<file path="src/design/rx_status_pkg.sv">
package rx_status_pkg;

  // register byte offsets on the bus, one 32-bit word each
  localparam logic [7:0] OFS_RX_CONFIG     = 8'h00;
  localparam logic [7:0] OFS_TX_PAGE_START = 8'h04;
  localparam logic [7:0] OFS_TX_COUNT_LOW  = 8'h08;
  localparam logic [7:0] OFS_RX_STATUS     = 8'h0c;
  localparam logic [7:0] OFS_TX_COUNT_HIGH = 8'h10;
  localparam logic [7:0] OFS_ALIGN_TALLY   = 8'h14;
  localparam logic [7:0] OFS_CRC_TALLY     = 8'h18;
  localparam logic [7:0] OFS_MISSED_TALLY  = 8'h1c;
  localparam logic [7:0] OFS_TX_COMMAND    = 8'h20;

  // receive status bit positions
  localparam int RS_INTACT   = 0;
  localparam int RS_CRC      = 1;
  localparam int RS_ALIGN    = 2;
  localparam int RS_OVERRUN  = 3;
  localparam int RS_MISSED   = 4;
  localparam int RS_ADDRTYPE = 5;
  localparam int RS_DISABLED = 6;
  localparam int RS_DEFER    = 7;

  // configuration and command bit positions
  localparam int CFG_SAVE_ERRORED = 0;
  localparam int CFG_MONITOR      = 1;
  localparam int CMD_TX_START     = 0;

  // reset values
  localparam logic [7:0] RST_BYTE     = 8'h00;
  localparam logic [5:0] RST_STATUS   = 6'h00;
  localparam logic [31:0] RST_WORD    = 32'h0000_0000;

  // tally counters stop at this count
  localparam logic [7:0] TALLY_MAX = 8'hc0;

  // low address byte at transmit start, pages are 256 bytes
  localparam logic [7:0] TX_PAGE_OFFSET = 8'h00;

  // bus handling phases
  typedef enum logic [1:0] {
    BUS_IDLE  = 2'b00,
    BUS_WRITE = 2'b01,
    BUS_READ  = 2'b10,
    BUS_RDATA = 2'b11
  } bus_phase_t;

endpackage : rx_status_pkg

</file>
<file path="src/design/rx_status_and_tx_dma_setup.sv">
// Behaviour
// - good packet: status byte stored with packet
// - errors saved: status written ahead of packet
// - errors rejected: no status byte written
// - status cleared when next packet arrives
// - intact bit only when no error flags
// - crc bit on crc or alignment error
// - alignment bit on dribble with bad crc
// - overrun bit set, packet reception aborted
// - missed bit on no buffer or monitor
// - address type bit, multicast is one
// - disabled bit follows monitor mode
// - deferring bit follows carrier sense, collision
// - alignment without crc error never encoded
// - registers are 8 bits, count split
// - page start holds address bits 15-8
// - transmit start loads page, low byte zero
// - full 16-bit length, no truncation
// - tallies stop at 192, clear on read
`timescale 1ns/1ps
`default_nettype none

module rx_status_and_tx_dma_setup (
  // clock and reset
  input  wire logic        hclk,
  input  wire logic        hresetn,
  // ahb-lite slave
  input  wire logic        hsel,
  input  wire logic [31:0] haddr,
  input  wire logic [1:0]  htrans,
  input  wire logic        hwrite,
  input  wire logic [2:0]  hsize,
  input  wire logic [31:0] hwdata,
  input  wire logic        hready,
  output logic             hreadyout,
  output logic             hresp,
  output logic [31:0]      hrdata,
  // receive events from the mac, same clock
  input  wire logic        rx_arrive,
  input  wire logic        rx_end,
  input  wire logic        rx_crc_bad,
  input  wire logic        rx_dribble,
  input  wire logic        rx_overrun,
  input  wire logic        rx_no_buffer,
  input  wire logic        rx_multicast,
  // codec line pins, asynchronous
  input  wire logic        carrier_sense,
  input  wire logic        collision_detect_line,
  // status byte store request to local dma
  output logic             stat_wr_valid,
  input  wire logic        stat_wr_ready,
  output logic [7:0]       stat_wr_data,
  output logic             rx_abort,
  // transmit setup to local dma
  output logic             tx_go,
  output logic [15:0]      tx_dma_addr,
  output logic [15:0]      tx_length
);

  // all state of the block in one record
  typedef struct packed {
    rx_status_pkg::bus_phase_t phase;   // bus transfer phase
    logic [7:0]  addr;                  // latched word offset
    logic        cfg_save;              // keep errored packets
    logic        cfg_mon;               // monitor mode
    logic [7:0]  page_start;            // transmit page
    logic [7:0]  cnt_low;               // transmit count low
    logic [7:0]  cnt_high;              // transmit count high
    logic [5:0]  status;                // latched status bits
    logic [7:0]  tally_align;           // alignment errors
    logic [7:0]  tally_crc;             // crc errors
    logic [7:0]  tally_missed;          // missed packets
    logic        crs_s1;                // carrier sync stage 1
    logic        crs_s2;                // carrier sync stage 2
    logic        col_s1;                // collision sync stage 1
    logic        col_s2;                // collision sync stage 2
    logic        wr_valid;              // status store pending
    logic [7:0]  wr_data;               // status byte to store
    logic        abort;                 // abort pulse
    logic        go;                    // transmit start pulse
    logic [15:0] dma_addr;              // transmit dma address
    logic [15:0] length;                // transmit length
    logic [31:0] rdata;                 // read data
  } state_t;

  state_t st_q;  // registered state
  state_t st_d;  // next state

  // saturating tally step; a clearing read applies first, then the increment
  function automatic logic [7:0] tally_next(
    input logic [7:0] cur,
    input logic       inc,
    input logic       clr
  );
    logic [7:0] base;
    base = clr ? rx_status_pkg::RST_BYTE : cur;
    if (inc && base < rx_status_pkg::TALLY_MAX)
    begin
      tally_next = base + 8'h01;
    end
    else
    begin
      tally_next = base;
    end
  endfunction : tally_next

  // live status byte as software sees it
  function automatic logic [7:0] status_byte(
    input state_t s
  );
    logic [7:0] b;
    b = {2'b00, s.status};
    b[rx_status_pkg::RS_DISABLED] = s.cfg_mon;
    b[rx_status_pkg::RS_DEFER] = s.crs_s2 | s.col_s2;
    status_byte = b;
  endfunction : status_byte

  // bus request taken in the address phase
  logic       take;
  // packet classification at packet end
  logic       pk_crc;
  logic       pk_align;
  logic       pk_over;
  logic       pk_miss;
  logic       pk_good;
  logic       pk_store;
  // read that clears a tally this cycle
  logic       rd_align;
  logic       rd_crc;
  logic       rd_miss;
  // write applied this cycle
  logic       wr_now;
  logic [7:0] wbyte;
  // status byte as a read would show it this cycle; a function result
  // cannot be part-selected, so it is held in a variable of its own
  logic [7:0] sb_live;

  // an address phase counts only when the bus is ready; idle and busy
  // transfers are dropped here, so they never open a data phase
  assign take = hsel && htrans[1] && hready;

  // next state
  always_comb
  begin
    // hold everything by default; pulses fall back to zero each cycle
    st_d = st_q;
    st_d.abort = 1'b0;
    st_d.go = 1'b0;
    sb_live = status_byte(st_q);

    // level pins pass two flops before use
    // only the second stage is read anywhere, so a metastable first
    // stage never reaches the status byte
    st_d.crs_s1 = carrier_sense;
    st_d.crs_s2 = st_q.crs_s1;
    st_d.col_s1 = collision_detect_line;
    st_d.col_s2 = st_q.col_s1;

    // packet end classification
    // the flags are levels valid only with rx_end; outside it these
    // terms are computed but nothing uses them
    pk_crc   = rx_crc_bad;
    pk_align = rx_crc_bad && rx_dribble;
    // an overrun pulse earlier in the same packet still counts here
    pk_over  = st_q.status[rx_status_pkg::RS_OVERRUN] || rx_overrun;
    pk_miss  = rx_no_buffer || st_q.cfg_mon;
    pk_good  = !pk_crc && !pk_align && !pk_over && !pk_miss;
    // errored packets only stored when saving is on
    pk_store = !pk_over && !pk_miss &&
               (pk_good || st_q.cfg_save);

    // a write lands in the cycle after its address phase
    wr_now = (st_q.phase == rx_status_pkg::BUS_WRITE);
    wbyte  = hwdata[7:0];

    // tally reads clear in the wait cycle of the read
    // the read mux samples the old count on the same edge, so software
    // sees exactly the value that was cleared
    rd_align = 1'b0;
    rd_crc   = 1'b0;
    rd_miss  = 1'b0;
    if (st_q.phase == rx_status_pkg::BUS_READ)
    begin
      case (st_q.addr)
        rx_status_pkg::OFS_ALIGN_TALLY:  rd_align = 1'b1;
        rx_status_pkg::OFS_CRC_TALLY:    rd_crc = 1'b1;
        rx_status_pkg::OFS_MISSED_TALLY: rd_miss = 1'b1;
        default:                         rd_align = 1'b0;
      endcase
    end

    // receive status tracking
    // order matters: the arrival clear comes first, so an overrun or a
    // packet end in the same cycle still leaves its bits set
    if (rx_arrive)
    begin
      // a new packet wipes the previous record
      st_d.status = rx_status_pkg::RST_STATUS;
    end
    if (rx_overrun)
    begin
      // fifo not serviced, give the packet up now
      st_d.status[rx_status_pkg::RS_OVERRUN] = 1'b1;
      st_d.abort = 1'b1;
    end
    if (rx_end)
    begin
      st_d.status[rx_status_pkg::RS_INTACT]   = pk_good;
      st_d.status[rx_status_pkg::RS_CRC]      = pk_crc;
      st_d.status[rx_status_pkg::RS_ALIGN]    = pk_align;
      st_d.status[rx_status_pkg::RS_OVERRUN]  = pk_over;
      st_d.status[rx_status_pkg::RS_MISSED]   = pk_miss;
      st_d.status[rx_status_pkg::RS_ADDRTYPE] = rx_multicast;
    end

    // tallies; an event and a clearing read in one cycle keep the event
    // a tally at its ceiling simply stops; it never wraps to zero
    st_d.tally_crc = tally_next(st_q.tally_crc,
                                rx_end && pk_crc, rd_crc);
    st_d.tally_align = tally_next(st_q.tally_align,
                                  rx_end && pk_align, rd_align);
    st_d.tally_missed = tally_next(st_q.tally_missed,
                                   rx_end && pk_miss, rd_miss);

    // status store request toward the local dma
    // the dma may hold ready low for any time; the byte stays put
    // until it is taken, unless a later packet end overwrites it
    if (st_q.wr_valid && stat_wr_ready)
    begin
      st_d.wr_valid = 1'b0;
    end
    if (rx_end && pk_store)
    begin
      // a newer packet replaces an unserved request
      st_d.wr_valid = 1'b1;
      // the two live bits are copied as they stand at packet end
      st_d.wr_data = {sb_live[7:6], rx_multicast,
                      pk_miss, pk_over, pk_align, pk_crc, pk_good};
    end

    // register writes
    // only the low byte of hwdata matters; wider sizes are not refused
    if (wr_now)
    begin
      case (st_q.addr)
        rx_status_pkg::OFS_RX_CONFIG:
        begin
          st_d.cfg_save = wbyte[rx_status_pkg::CFG_SAVE_ERRORED];
          st_d.cfg_mon  = wbyte[rx_status_pkg::CFG_MONITOR];
        end
        rx_status_pkg::OFS_TX_PAGE_START:
        begin
          st_d.page_start = wbyte;
        end
        rx_status_pkg::OFS_TX_COUNT_LOW:
        begin
          st_d.cnt_low = wbyte;
        end
        rx_status_pkg::OFS_TX_COUNT_HIGH:
        begin
          st_d.cnt_high = wbyte;
        end
        rx_status_pkg::OFS_TX_COMMAND:
        begin
          if (wbyte[rx_status_pkg::CMD_TX_START])
          begin
            // page in the high byte, low byte from zero
            st_d.dma_addr = {st_q.page_start,
                             rx_status_pkg::TX_PAGE_OFFSET};
            // whole 16-bit count passes, never clipped
            st_d.length = {st_q.cnt_high, st_q.cnt_low};
            st_d.go = 1'b1;
          end
        end
        default:
        begin
          // status, tallies and holes ignore writes
          st_d.cfg_save = st_q.cfg_save;
        end
      endcase
    end

    // bus phase sequencing
    case (st_q.phase)
      rx_status_pkg::BUS_READ:
      begin
        // one wait cycle lets a preceding write settle first
        // the cost is one stalled cycle per read; writes never stall
        case (st_q.addr)
          rx_status_pkg::OFS_RX_CONFIG:
            st_d.rdata = {30'h0000_0000, st_q.cfg_mon, st_q.cfg_save};
          rx_status_pkg::OFS_TX_PAGE_START:
            st_d.rdata = {24'h00_0000, st_q.page_start};
          rx_status_pkg::OFS_TX_COUNT_LOW:
            st_d.rdata = {24'h00_0000, st_q.cnt_low};
          rx_status_pkg::OFS_TX_COUNT_HIGH:
            st_d.rdata = {24'h00_0000, st_q.cnt_high};
          rx_status_pkg::OFS_RX_STATUS:
            st_d.rdata = {24'h00_0000, status_byte(st_q)};
          rx_status_pkg::OFS_ALIGN_TALLY:
            st_d.rdata = {24'h00_0000, st_q.tally_align};
          rx_status_pkg::OFS_CRC_TALLY:
            st_d.rdata = {24'h00_0000, st_q.tally_crc};
          rx_status_pkg::OFS_MISSED_TALLY:
            st_d.rdata = {24'h00_0000, st_q.tally_missed};
          default:
            st_d.rdata = rx_status_pkg::RST_WORD;
        endcase
        st_d.phase = rx_status_pkg::BUS_RDATA;
      end
      default:
      begin
        // ready cycle: a new address phase may be taken
        // this covers the idle, write data and read data cycles alike,
        // which is what lets transfers run back to back
        if (take)
        begin
          st_d.addr = {haddr[7:2], 2'b00};
          st_d.phase = hwrite ? rx_status_pkg::BUS_WRITE
                              : rx_status_pkg::BUS_READ;
        end
        else
        begin
          st_d.phase = rx_status_pkg::BUS_IDLE;
        end
        // an address beyond the block window maps to a hole
        // offset 0xfc decodes to nothing, so such reads return zero
        if (take && haddr[31:8] != 24'h00_0000)
        begin
          st_d.addr = 8'hfc;
        end
      end
    endcase
  end

  // state register
  // reset clears every field, the status byte too, which has no
  // defined value before the first packet anyway
  always_ff @(posedge hclk or negedge hresetn)
  begin
    if (!hresetn)
    begin
      st_q <= '0;
    end
    else
    begin
      st_q <= st_d;
    end
  end

  // bus answers; only the read wait cycle stalls
  // errors are never signalled: unmapped and read-only targets answer
  // okay and simply ignore the write
  assign hreadyout = (st_q.phase != rx_status_pkg::BUS_READ);
  assign hresp     = 1'b0;
  assign hrdata    = st_q.rdata;

  // dma side outputs straight from flops
  // each is a register field, so no glitch reaches the dma
  assign stat_wr_valid = st_q.wr_valid;
  assign stat_wr_data  = st_q.wr_data;
  assign rx_abort      = st_q.abort;
  assign tx_go         = st_q.go;
  assign tx_dma_addr   = st_q.dma_addr;
  assign tx_length     = st_q.length;

  // hsize is not checked: any size moves the low byte
  logic unused_ok;
  assign unused_ok = ^{hsize, haddr[1:0], hwdata[31:8], htrans[0]};

endmodule : rx_status_and_tx_dma_setup

`default_nettype wire

</file>
<file path="config.mk">
export PLATFORM = sky130hd
export DESIGN_NAME = rx_status_and_tx_dma_setup
export DESIGN_NICKNAME = d
export VERILOG_FILES = /design/src/design/rx_status_pkg.sv /design/src/design/rx_status_and_tx_dma_setup.sv
export SDC_FILE = /design/constraint.sdc
export NUM_CORES = 1
export LEC_CHECK = 0
export ABC_AREA = 0
export ABC_CLOCK_PERIOD_IN_PS = 4200
export BUFFER_PORTS_ARGS = -buffer_cell sky130_fd_sc_hd__buf_2
export CELL_PAD_IN_SITES_DETAIL_PLACEMENT = 1
export CELL_PAD_IN_SITES_GLOBAL_PLACEMENT = 1
export CORE_ASPECT_RATIO = 0.6
export CORE_UTILIZATION = 44
export DETAILED_ROUTE_END_ITERATION = 8
export PLACE_DENSITY_LB_ADDON = 0.15
export SYNTH_ARGS = -nofsm -noshare
export SYNTH_HDL_FRONTEND = slang
export SYNTH_SLANG_ARGS = --single-unit
</file>
<file path="constraint.sdc">
create_clock -name hclk -period 4.2 [get_ports hclk]
set_input_delay 0.84 -clock hclk [delete_from_list [all_inputs] [get_ports hclk]]
set_output_delay 0.84 -clock hclk [all_outputs]
set_load 0.05 [all_outputs]
</file>
==> impl_metrics.json, run 1 <==
{
  "outcome": "finished clean",
  "fp.dieW_um": 149,
  "io_pins": 161,
  "synth-edff-count": 0,
  "irDropWorstVdd_mv": 0.186,
  "rrSetupSlack_ps": 1200,
  "power_mw": 2.65,
  "synth-seq-cells": 111,
  "reg2reg_from": "st_q[139]",
  "cellLeakagePower_nw": 3.07,
  "rsz0062_at_grt": "false",
  "synth_top_area_cell": "dfrtp_1",
  "grt_use_total": 0.218,
  "r2r_end": "st_q[93]",
  "cp-endpoint": "st_q[93]",
  "cts_buffers": 9,
  "cp_common_cell": "nand3_1",
  "cts_tree": "done",
  "cts_max_path_buffers": 2,
  "crit_buf_inv": 0,
  "slowest_delay_ps": 880,
  "endpoint_kind": "flop",
  "io_buffers": 97,
  "crit_type": "flop to flop",
  "die_area_sq_um": 13400,
  "tightestPinTransition_ps": 952,
  "finClkSkew_ps": 8.75,
  "clk_pin_slew_ps": 70,
  "antennaDiodeCount": 0,
  "wl_um": 13500,
  "hpwl_um": 10400,
  "powerDensity_nw_per_um2": 426,
  "finalMaxSlewViolations": 0,
  "clkLatencyLatePin_ps": 350,
  "ant_nets": 0,
  "ys_top_cells_by_area": "dfrtp_1 (49%), buf_4 (9.6%), mux2_2 (9.5%)",
  "synth.top_cell.area_share": 0.488,
  "synth_flop_cell": "dfrtp_1",
  "cts_resized": 0,
  "hold_viol_final": 0,
  "crit_arrival_ps": 3260,
  "cts_hold_buf": 0,
  "async_flop_share": 1.00,
  "start_kind": "flop",
  "row_count": 31,
  "cp_max_fo": 19,
  "cts.sinks": 111,
  "fin_nets": 652,
  "initial_core_util": 0.461,
  "max_freq_mhz": 333,
  "critPathTopFamily": "simple AND/OR/NAND/NOR gates",
  "post-route-drc-count": 0,
  "hold_class": "flop to flop",
  "gp_congestion": 0.818,
  "relSlewSlack": 0.366,
  "grt_pass1_wl_um": 22400,
  "htreeDepth": 3,
  "drive_gt1_frac": 0.325,
  "netlist_instances": 510,
  "cpMaxStageDelayCell": "dfrtp_1",
  "antenna_found_initial": 0,
  "setup_viol": 0,
  "dr.pass1.iters": 4,
  "netlist_area_sq_um": 5690,
  "via_per_inst": 5.31,
  "core-area_sq_um": 12300,
  "wire_per_inst_um": 18.4,
  "fin_tns_setup_ps": 0,
  "syn2layout_area_growth_pct": 9.24,
  "die-height_um": 90.1,
  "cap_violations": 0,
  "syn_avg_cell_area_sq_um": 11.2,
  "via_count": 3906,
  "critPathLaunch": "st_q[139]",
  "ff2ff_path_depth": 8,
  "crit_chain": "nor4b_4 -> nand3_1 -> and2_1 -> ha_1 -> and3_1 -> nand3_1 -> nor2_1 -> a211oi_1",
  "min_period_over_period": 0.715,
  "cts-root-buf": "clkbuf_16",
  "worstSetupPathDepth": 8,
  "first_iter_violations": 221,
  "cts_setup_buffers": 0,
  "overflow": 0,
  "yosys_warnings": 0,
  "cp_data_required_time_ps": 4460,
  "grt_max_degree": 75,
  "ys_seq_area_frac": 0.488,
  "synth_cell_types": 55,
  "finalCriticalPeriod_ps": 3000,
  "grt_pass1_vias": 4041
}
[synth_stat cells (2+ instances only)]
master / n
nor4_1: 8
o21ai_0: 14
dfrtp_1: 111
o31ai_1: 5
and2_1: 8
nand2b_1: 6
and4_1: 2
nor2b_1: 4
mux4_2: 7
a211oi_1: 2
xor2_1: 2
mux2_1: 9
mux2_2: 48
ha_1: 3
nor2_1: 39
a221oi_1: 6
a21oi_1: 9
nor3_2: 2
buf_6: 3
nand2_2: 2
a21o_1: 3
nand2_1: 33
o211ai_1: 3
clkbuf_1: 9
xnor2_1: 6
nor3_1: 11
nand4_1: 8
a32o_1: 3
mux2i_1: 7
and3_1: 6
nand3_1: 14
buf_2: 6
a31oi_1: 4
buf_4: 73
inv_1: 12
o21a_1: 2
a41oi_1: 2
[cell type report]
type | count | area [sq um]
clock inverter | 2 | 37.5
clock buffer | 14 | 274
tap | 165 | 206
sequential | 111 | 2780
multi-input combinational | 328 | 2340
inverter | 12 | 45.0
timing repair buffer | 103 | 533
fill | 1383 | 6120
[registers in the layout (all words and copies together), names as in the netlist]
signal,flops
tx_length,16
hrdata,8
tx_dma_addr,8
stat_wr_valid,1
tx_go,1
sb_live,7
st_d,2
st_q,59
rx_abort,1
stat_wr_data,8
[power by group]
group,internal [mW],total (mW),switching [mW]
Sequential,1.17,1.32,0.146
Combinational,0.166,0.437,0.270
Clock,0.513,0.895,0.382
[cells by family (layout without fill, tap and decap cells)]
| kind of cell | count (synthesis) | count (layout) | synth area share |
|---|---|---|---|
| xor+xnor | 8 | 8 | 0.0123 |
| fa+ha+maj | 3 | 3 | 0.00660 |
| flops | 111 | 111 | 0.488 |
| simple gates | 153 | 153 | 0.143 |
| buf+inv | 103 | 131 | 0.121 |
| mux | 72 | 72 | 0.156 |
| compound gates | 59 | 59 | 0.0715 |
| other cells | 1 | 33 | 0.000659 |
[how the worst min path moves through the flow]
| stage | cells after the start | slack (ps) | end | from |
|---|---|---|---|---|
| 6_report | 0 | 350 | st_q[75] | st_d[75] |
| 5_1_grt | 0 | 370 | st_q[77] | st_d[77] |
| 4_1_cts | 0 | 350 | st_q[75] | st_d[75] |
| 3_5_place_dp | 0 | 340 | st_q[75] | st_d[75] |
| 3_3_place_gp | 0 | 330 | st_q[77] | st_d[77] |
| 2_1_floorplan | 0 | 330 | st_q[75] | st_d[75] |
[metal layers]
| layer | track usage | up-vias | share of wire |
|---|---|---|---|
| met5 | 0 | - | 0 |
| met4 | 0.0519 | 0 | 0.0067 |
| met3 | 0.0411 | 10 | 0.069 |
| met2 | 0.317 | 125 | 0.44 |
| met1 | 0.332 | 1966 | 0.48 |
| li1 | - | 1805 | - |
[cells in the final DEF (no fill, tap or decap), drive strengths merged, types with 3 or more instances in the layout]
cell	synthesis	layout
a21o	3	3
a21oi	9	9
a221oi	6	6
a31oi	4	4
a32o	3	3
and2	9	9
and3	6	6
buf	82	103
clkbuf	9	14
conb	1	33
dfrtp	111	111
ha	3	3
inv	12	12
mux2	58	58
mux2i	7	7
mux4	7	7
nand2	35	35
nand2b	6	6
nand3	14	14
nand4	8	8
nor2	40	40
nor2b	4	4
nor3	14	14
nor4	8	8
o211ai	3	3
o21ai	14	14
o31ai	5	5
xnor2	6	6
[per-stage QoR]
stage	cells	hold WS (ps)	setup WS [ps]	util	area, sq um
after floorplan	542	331	2000	-	5810
after detailed placement	719	336	1260	0.478	5900
after CTS	735	353	1230	0.504	6210
after global placement	719	334	1380	0.478	5900
final	735	353	1200	0.504	6210
after global routing	735	369	997	0.504	6210
Note: power is estimated with default switching activity, not from simulation.
==> run 2: changes to the inputs <==
ABC_AREA = 1   (was 0)
ABC_CLOCK_PERIOD_IN_PS = 2700   (was 4200)
CORE_UTILIZATION = 34   (was 44)
clock period = 2.7 ns   (was 4.2 ns; I/O delays follow)
==> run 2 against run 1 <==
Net effect: design area is 2.5% higher; utilization is 12 points lower; global-route usage is 3.0 points lower; area after synthesis is 1.5% higher; worst hold slack worse by 200 ps; critical path depth is 5 lower; clock-buffer cell count is 5 lower; via count is 17% higher; flip-flop and latch count stayed put.
==> impl_metrics.json, run 2 <==
{
  "start_kind": "flop",
  "io_buffers": 97,
  "cts_buffers": 9,
  "cellLeakagePower_nw": 3.58,
  "cts_hold_buf": 0,
  "min_period_over_period": 0.850,
  "grt_use_total": 0.188,
  "hold_viol_final": 0,
  "cts_setup_buffers": 0,
  "final_common_cell": "nand2_1",
  "yosys_warnings": 0,
  "clk_pin_slew_ps": 80,
  "antenna_found_initial": 0,
  "overflow": 0,
  "grt_pass1_wl_um": 25100,
  "placed_cell_area_sq_um": 6090,
  "synth-edff-count": 0,
  "cts_resized": 0,
  "ys_top_cells_by_area": "dfrtp_1 (48%), nand2_1 (14%), buf_4 (9.8%)",
  "fp.dieW_um": 170,
  "p_int_mw": 2.70,
  "gp_congestion": 0.795,
  "die-height_um": 103,
  "syn_avg_cell_area_sq_um": 7.98,
  "largest-register": "st_q",
  "antennaDiodeCount": 0,
  "p_sw_frac": 0.337,
  "endpoint_kind": "output pin",
  "num-fill-cells": 2045,
  "cts-root-buf": "clkbuf_16",
  "synth.top_cells.by_count": "nand2_1 (223), dfrtp_1 (111), inv_1 (82)",
  "cts_max_path_buffers": 2,
  "multi_input_area_sq_um": 2150,
  "final_cell_mix": "nand2_1 (223), dfrtp_1 (111), buf_2 (96)",
  "setup_viol": 0,
  "htreeDepth": 3,
  "cap_violations": 0,
  "initial_core_util": 0.352,
  "via_count": 4578,
  "synth_cell_types": 31,
  "cts_tree": "done",
  "grt_pass1_vias": 4730,
  "syn2layout_area_growth_pct": 10.3,
  "ys_seq_area_frac": 0.481,
  "finalCriticalPeriod_ps": 2290,
  "max_freq_mhz": 436,
  "synth_most_common_cell": "nand2_1",
  "drive_gt1_frac": 0.195,
  "first_iter_violations": 225,
  "crit_type": "flop to output pin",
  "power_frac_comb": 0.202,
  "fin_tns_setup_ps": 0,
  "finClkSkew_ps": 11.7,
  "synth_flop_cell": "dfrtp_1",
  "seq_area_sq_um": 2780,
  "rsz0062_at_grt": "false",
  "clockPowerShare": 0.319,
  "fin_area_sq_um": 6370,
  "powerDensity_nw_per_um2": 638,
  "synth_top_area_cell": "dfrtp_1",
  "grt_max_degree": 48,
  "wire_per_inst_um": 15.1,
  "via_per_inst": 4.50,
  "irDropWorstVdd_mv": 0.366,
  "cp_data_required_time_ps": 2160,
  "core-area_sq_um": 16400,
  "synth-seq-cells": 111,
  "wl_met1_um": 8490,
  "post-route-drc-count": 0,
  "cts.sinks": 111,
  "netlist_instances": 724,
  "clkLatencyLatePin_ps": 350,
  "cp_max_fo": 10,
  "power_switching_mw": 1.37,
  "netlist_area_sq_um": 5770,
  "top_layer_used": "met4",
  "synth.top_cell.area_share": 0.481,
  "async_flop_share": 1.00,
  "hold_class": "input pin to asynchronous set/reset pin",
  "p_seq_frac": 0.479,
  "finalMaxSlewViolations": 0,
  "io_pins": 161,
  "dr.pass1.iters": 4,
  "die_area_sq_um": 17500,
  "largest_reg_flops": 59,
  "met2_length_um": 6340,
  "row_count": 36,
  "wl_met3_um": 498,
  "crit_arrival_ps": 1750,
  "hpwl_um": 12200,
  "hold_slack_ps": 155,
  "ant_nets": 0,
  "wl_um": 15400,
  "outcome": "finished clean",
  "power_mw": 4.07,
  "fin_nets": 873
}
## run 2: cell count changes in the layout (fill, tap and decap cells not counted), moves of 20 or more
cell	delta
o21ai_1	+20
nand2_1	+190
nor2_1	+21
inv_1	+70
mux2_2	-48
o21ai_0	+31
## run 2: layout make-up
type,instances,share of cell area
Clock inverter,6,0.00805
Tap cell,228,0.0448
Inverter,88,0.0519
Multi-Input combinational cell,473,0.338
Sequential cell,111,0.436
Timing Repair Buffer,103,0.0856
Clock buffer,9,0.0354
## run 2: routing by layer
layer	track usage	vias to the layer above
met5	0	-
met4	0.0333	0
met3	0.0311	5
met2	0.285	100
met1	0.283	2223
li1	-	2250
## run 2: critical path: stages, from the launching register on
cell and delay (ps):
dfrtp_1 390, nor2_2 370, inv_1 330, buf_2 310
## run 2: logic make-up after synthesis
kind of cell | after synthesis | share of synthesized area
buf+inv | 172 | 0.167
flops | 111 | 0.481
other cells | 1 | 0.000649
xor+xnor | 8 | 0.0121
simple gates | 346 | 0.259
compound gates | 83 | 0.0745
fa+ha+maj | 3 | 0.00650
## run 2: worst paths after layout
check                         startpoint               to  slack, ps  cells past startpoint
min in group hclk          carrier_sense         st_d[77]        300                      1
max in group asynchronous        hresetn        st_q[120]       1760                      2
max                            st_q[143]        hreadyout        410                      3
min reg2reg                     st_d[75]         st_q[75]        360                      0
max reg2reg                    st_q[139]         st_q[93]        630                     11
min                              hresetn  stat_wr_data[2]        160                      1
## run 2: stage by stage
stage	utilization	setup WS, ps	cells
after floorplan	-	831	756
after global placement	0.372	770	1003
after detailed placement	0.372	667	1003
after CTS	0.389	387	1018
after global routing	0.389	273	1018
final	0.389	405	1018
## run 2: power by group through the flow
stage               Combinational, mW  Clock [mW]  Sequential [mW]
CTS                             0.828        1.33             1.95
global placement                0.777           0             1.97
floorplan                       0.629           0             1.92
finish                          0.820        1.30             1.95
global route                    0.929        1.40             1.97
detailed placement              0.826           0             1.98
==> run 3: changes to the inputs <==
ABC_AREA = 0   (was 1)
ABC_CLOCK_PERIOD_IN_PS = 2370   (was 2700)
CORE_UTILIZATION = 40   (was 34)
clock period = 2.37 ns   (was 2.7 ns; I/O delays follow)
==> run 3 against run 2 <==
Net effect: via count shrank 13%; first-iteration DRC count shrank 27%; final cell count shrank 24%; non-clock buffer count grew 11; largest cell class unchanged; register-to-register slack lost 450 ps; design area shrank 1.1%.
==> impl_metrics.json, run 3 (same netlist as run 1, synthesis figures left out) <==
{
  "outcome": "finished clean",
  "cts_tree": "done",
  "io_pins": 161,
  "die_area_sq_um": 14700,
  "fin_util": 0.458,
  "gp_congestion": 0.879,
  "fp.dieW_um": 156,
  "antenna_found_initial": 0,
  "irDropWorstVdd_mv": 0.356,
  "place_inst": 756,
  "finClkSkew_ps": 10.7,
  "antennaDiodeCount": 0,
  "drive_gt1_frac": 0.341,
  "endpoint_kind": "flop",
  "final_cell_mix": "dfrtp_1 (111), buf_2 (96), mux2_2 (48)",
  "p_sw_frac": 0.317,
  "cellLeakagePower_nw": 3.11,
  "post-route-drc-count": 0,
  "critPathLaunch": "st_q[140]",
  "rrSetupSlack_ps": 180,
  "cts_max_path_buffers": 2,
  "grt_use_total": 0.198,
  "row_count": 33,
  "die-height_um": 94.4,
  "cp-endpoint": "st_q[101]",
  "fin_area_sq_um": 6300,
  "placed_cell_area_sq_um": 6020,
  "largest_reg_flops": 59,
  "power_switching_mw": 1.45,
  "r2r_end": "st_q[101]",
  "tightestPinTransition_ps": 664,
  "cts-root-buf": "clkbuf_16",
  "grt_pass1_wl_um": 21900,
  "cts_resized": 0,
  "cts.sinks": 111,
  "fin_tns_setup_ps": 0,
  "crit_type": "flop to flop",
  "core-area_sq_um": 13700,
  "io_buffers": 97,
  "largest-register": "st_q",
  "finalMaxSlewViolations": 0,
  "clk_pin_slew_ps": 70,
  "fin_nets": 663,
  "ant_nets": 0,
  "relSlewSlack": 0.553,
  "power_frac_comb": 0.177,
  "rsz0062_at_grt": "false",
  "cp_max_fo": 4,
  "hold_viol_final": 0,
  "grt_pass1_vias": 4011,
  "start_kind": "flop",
  "htreeDepth": 3,
  "first_iter_violations": 164,
  "ff2ff_path_depth": 10,
  "cts_setup_buffers": 0,
  "initial_core_util": 0.414,
  "p_seq_frac": 0.514,
  "crit_arrival_ps": 2440,
  "final_cell_count_no_fill": 773,
  "hpwl_um": 10600,
  "min_period_over_period": 0.925,
  "max_freq_mhz": 456,
  "wire_per_inst_um": 17.7,
  "fin_ws_ps": 179,
  "final_common_cell": "dfrtp_1",
  "dr.pass1.iters": 4,
  "post-place-ws_ps": 105,
  "num-fill-cells": 1562,
  "cts_hold_buf": 0,
  "via_count": 3989,
  "powerDensity_nw_per_um2": 723,
  "finalCriticalPeriod_ps": 2190,
  "via_per_inst": 5.16,
  "cp_data_required_time_ps": 2620,
  "grt_max_degree": 112,
  "reg2reg_from": "st_q[140]",
  "clockPowerShare": 0.309,
  "overflow": 0,
  "clkLatencyLatePin_ps": 350,
  "cts_buffers": 9,
  "setup_viol": 0,
  "hold_class": "input pin to asynchronous set/reset pin",
  "p_int_mw": 3.11,
  "wl_um": 13700,
  "syn2layout_area_growth_pct": 10.8,
  "cap_violations": 0
}
[run 3: cell types whose count changed in the layout (fill, tap and decap cells not counted), sizes merged, moves of 9 or more]
cell	before	now
nand2	236	35
inv	91	13
mux2	0	58
o21ai	65	14
nor2	72	40
buf	103	114
and2	0	9
[run 3: power by group through the flow]
stage	Combinational [mW]	Sequential, mW	Clock (mW)
after global routing	0.896	2.36	1.53
after global placement	0.778	2.36	0
final	0.805	2.34	1.41
after floorplan	0.626	2.24	0
after detailed placement	0.813	2.36	0
after CTS	0.815	2.33	1.46
[run 3: worst min-delay path by stage]
stage             startpoint        end  cells after the start
5_1_grt        carrier_sense   st_d[77]                      1
4_1_cts        carrier_sense   st_d[77]                      1
2_1_floorplan        hresetn  hrdata[0]                      0
6_report             hresetn   st_q[97]                      2
3_3_place_gp        st_d[77]   st_q[77]                      0
3_5_place_dp        st_d[75]   st_q[75]                      0
[run 3: through the flow]
stage	power [mW]	hold WS (ps)
final	4.55	167
after global routing	4.78	215
after CTS	4.60	217
after detailed placement	3.18	341
after global placement	3.13	337
after floorplan	2.87	178
[run 3: routing by layer]
layer	track usage	vias up	wire length, um
met4	0.0408	0	64
met2	0.304	123	6160
met3	0.0413	8	890
met1	0.290	2032	6590
li1	-	1826	-
met5	0	-	0
[run 3: final cells by class]
class | instances | area, sq um | share of cell area
clock inverters | 7 | 47.5 | 0.00754
flip-flops and latches | 111 | 2780 | 0.441
multi-input cells | 328 | 2340 | 0.371
repair buffers | 114 | 628 | 0.0997
well taps | 192 | 240 | 0.0381
clock buffers | 9 | 225 | 0.0357
inverters | 12 | 45.0 | 0.00715
[run 3: critical path, stage by stage, from the launching register on]
cell      delay [ps]
dfrtp_1          440
nor4b_4          390
nand3_1          160
buf_4            190
nand2_1           80
inv_1             50
ha_1             210
and3_1           200
nand4_1          110
nor3_1            50
a211oi_1         220
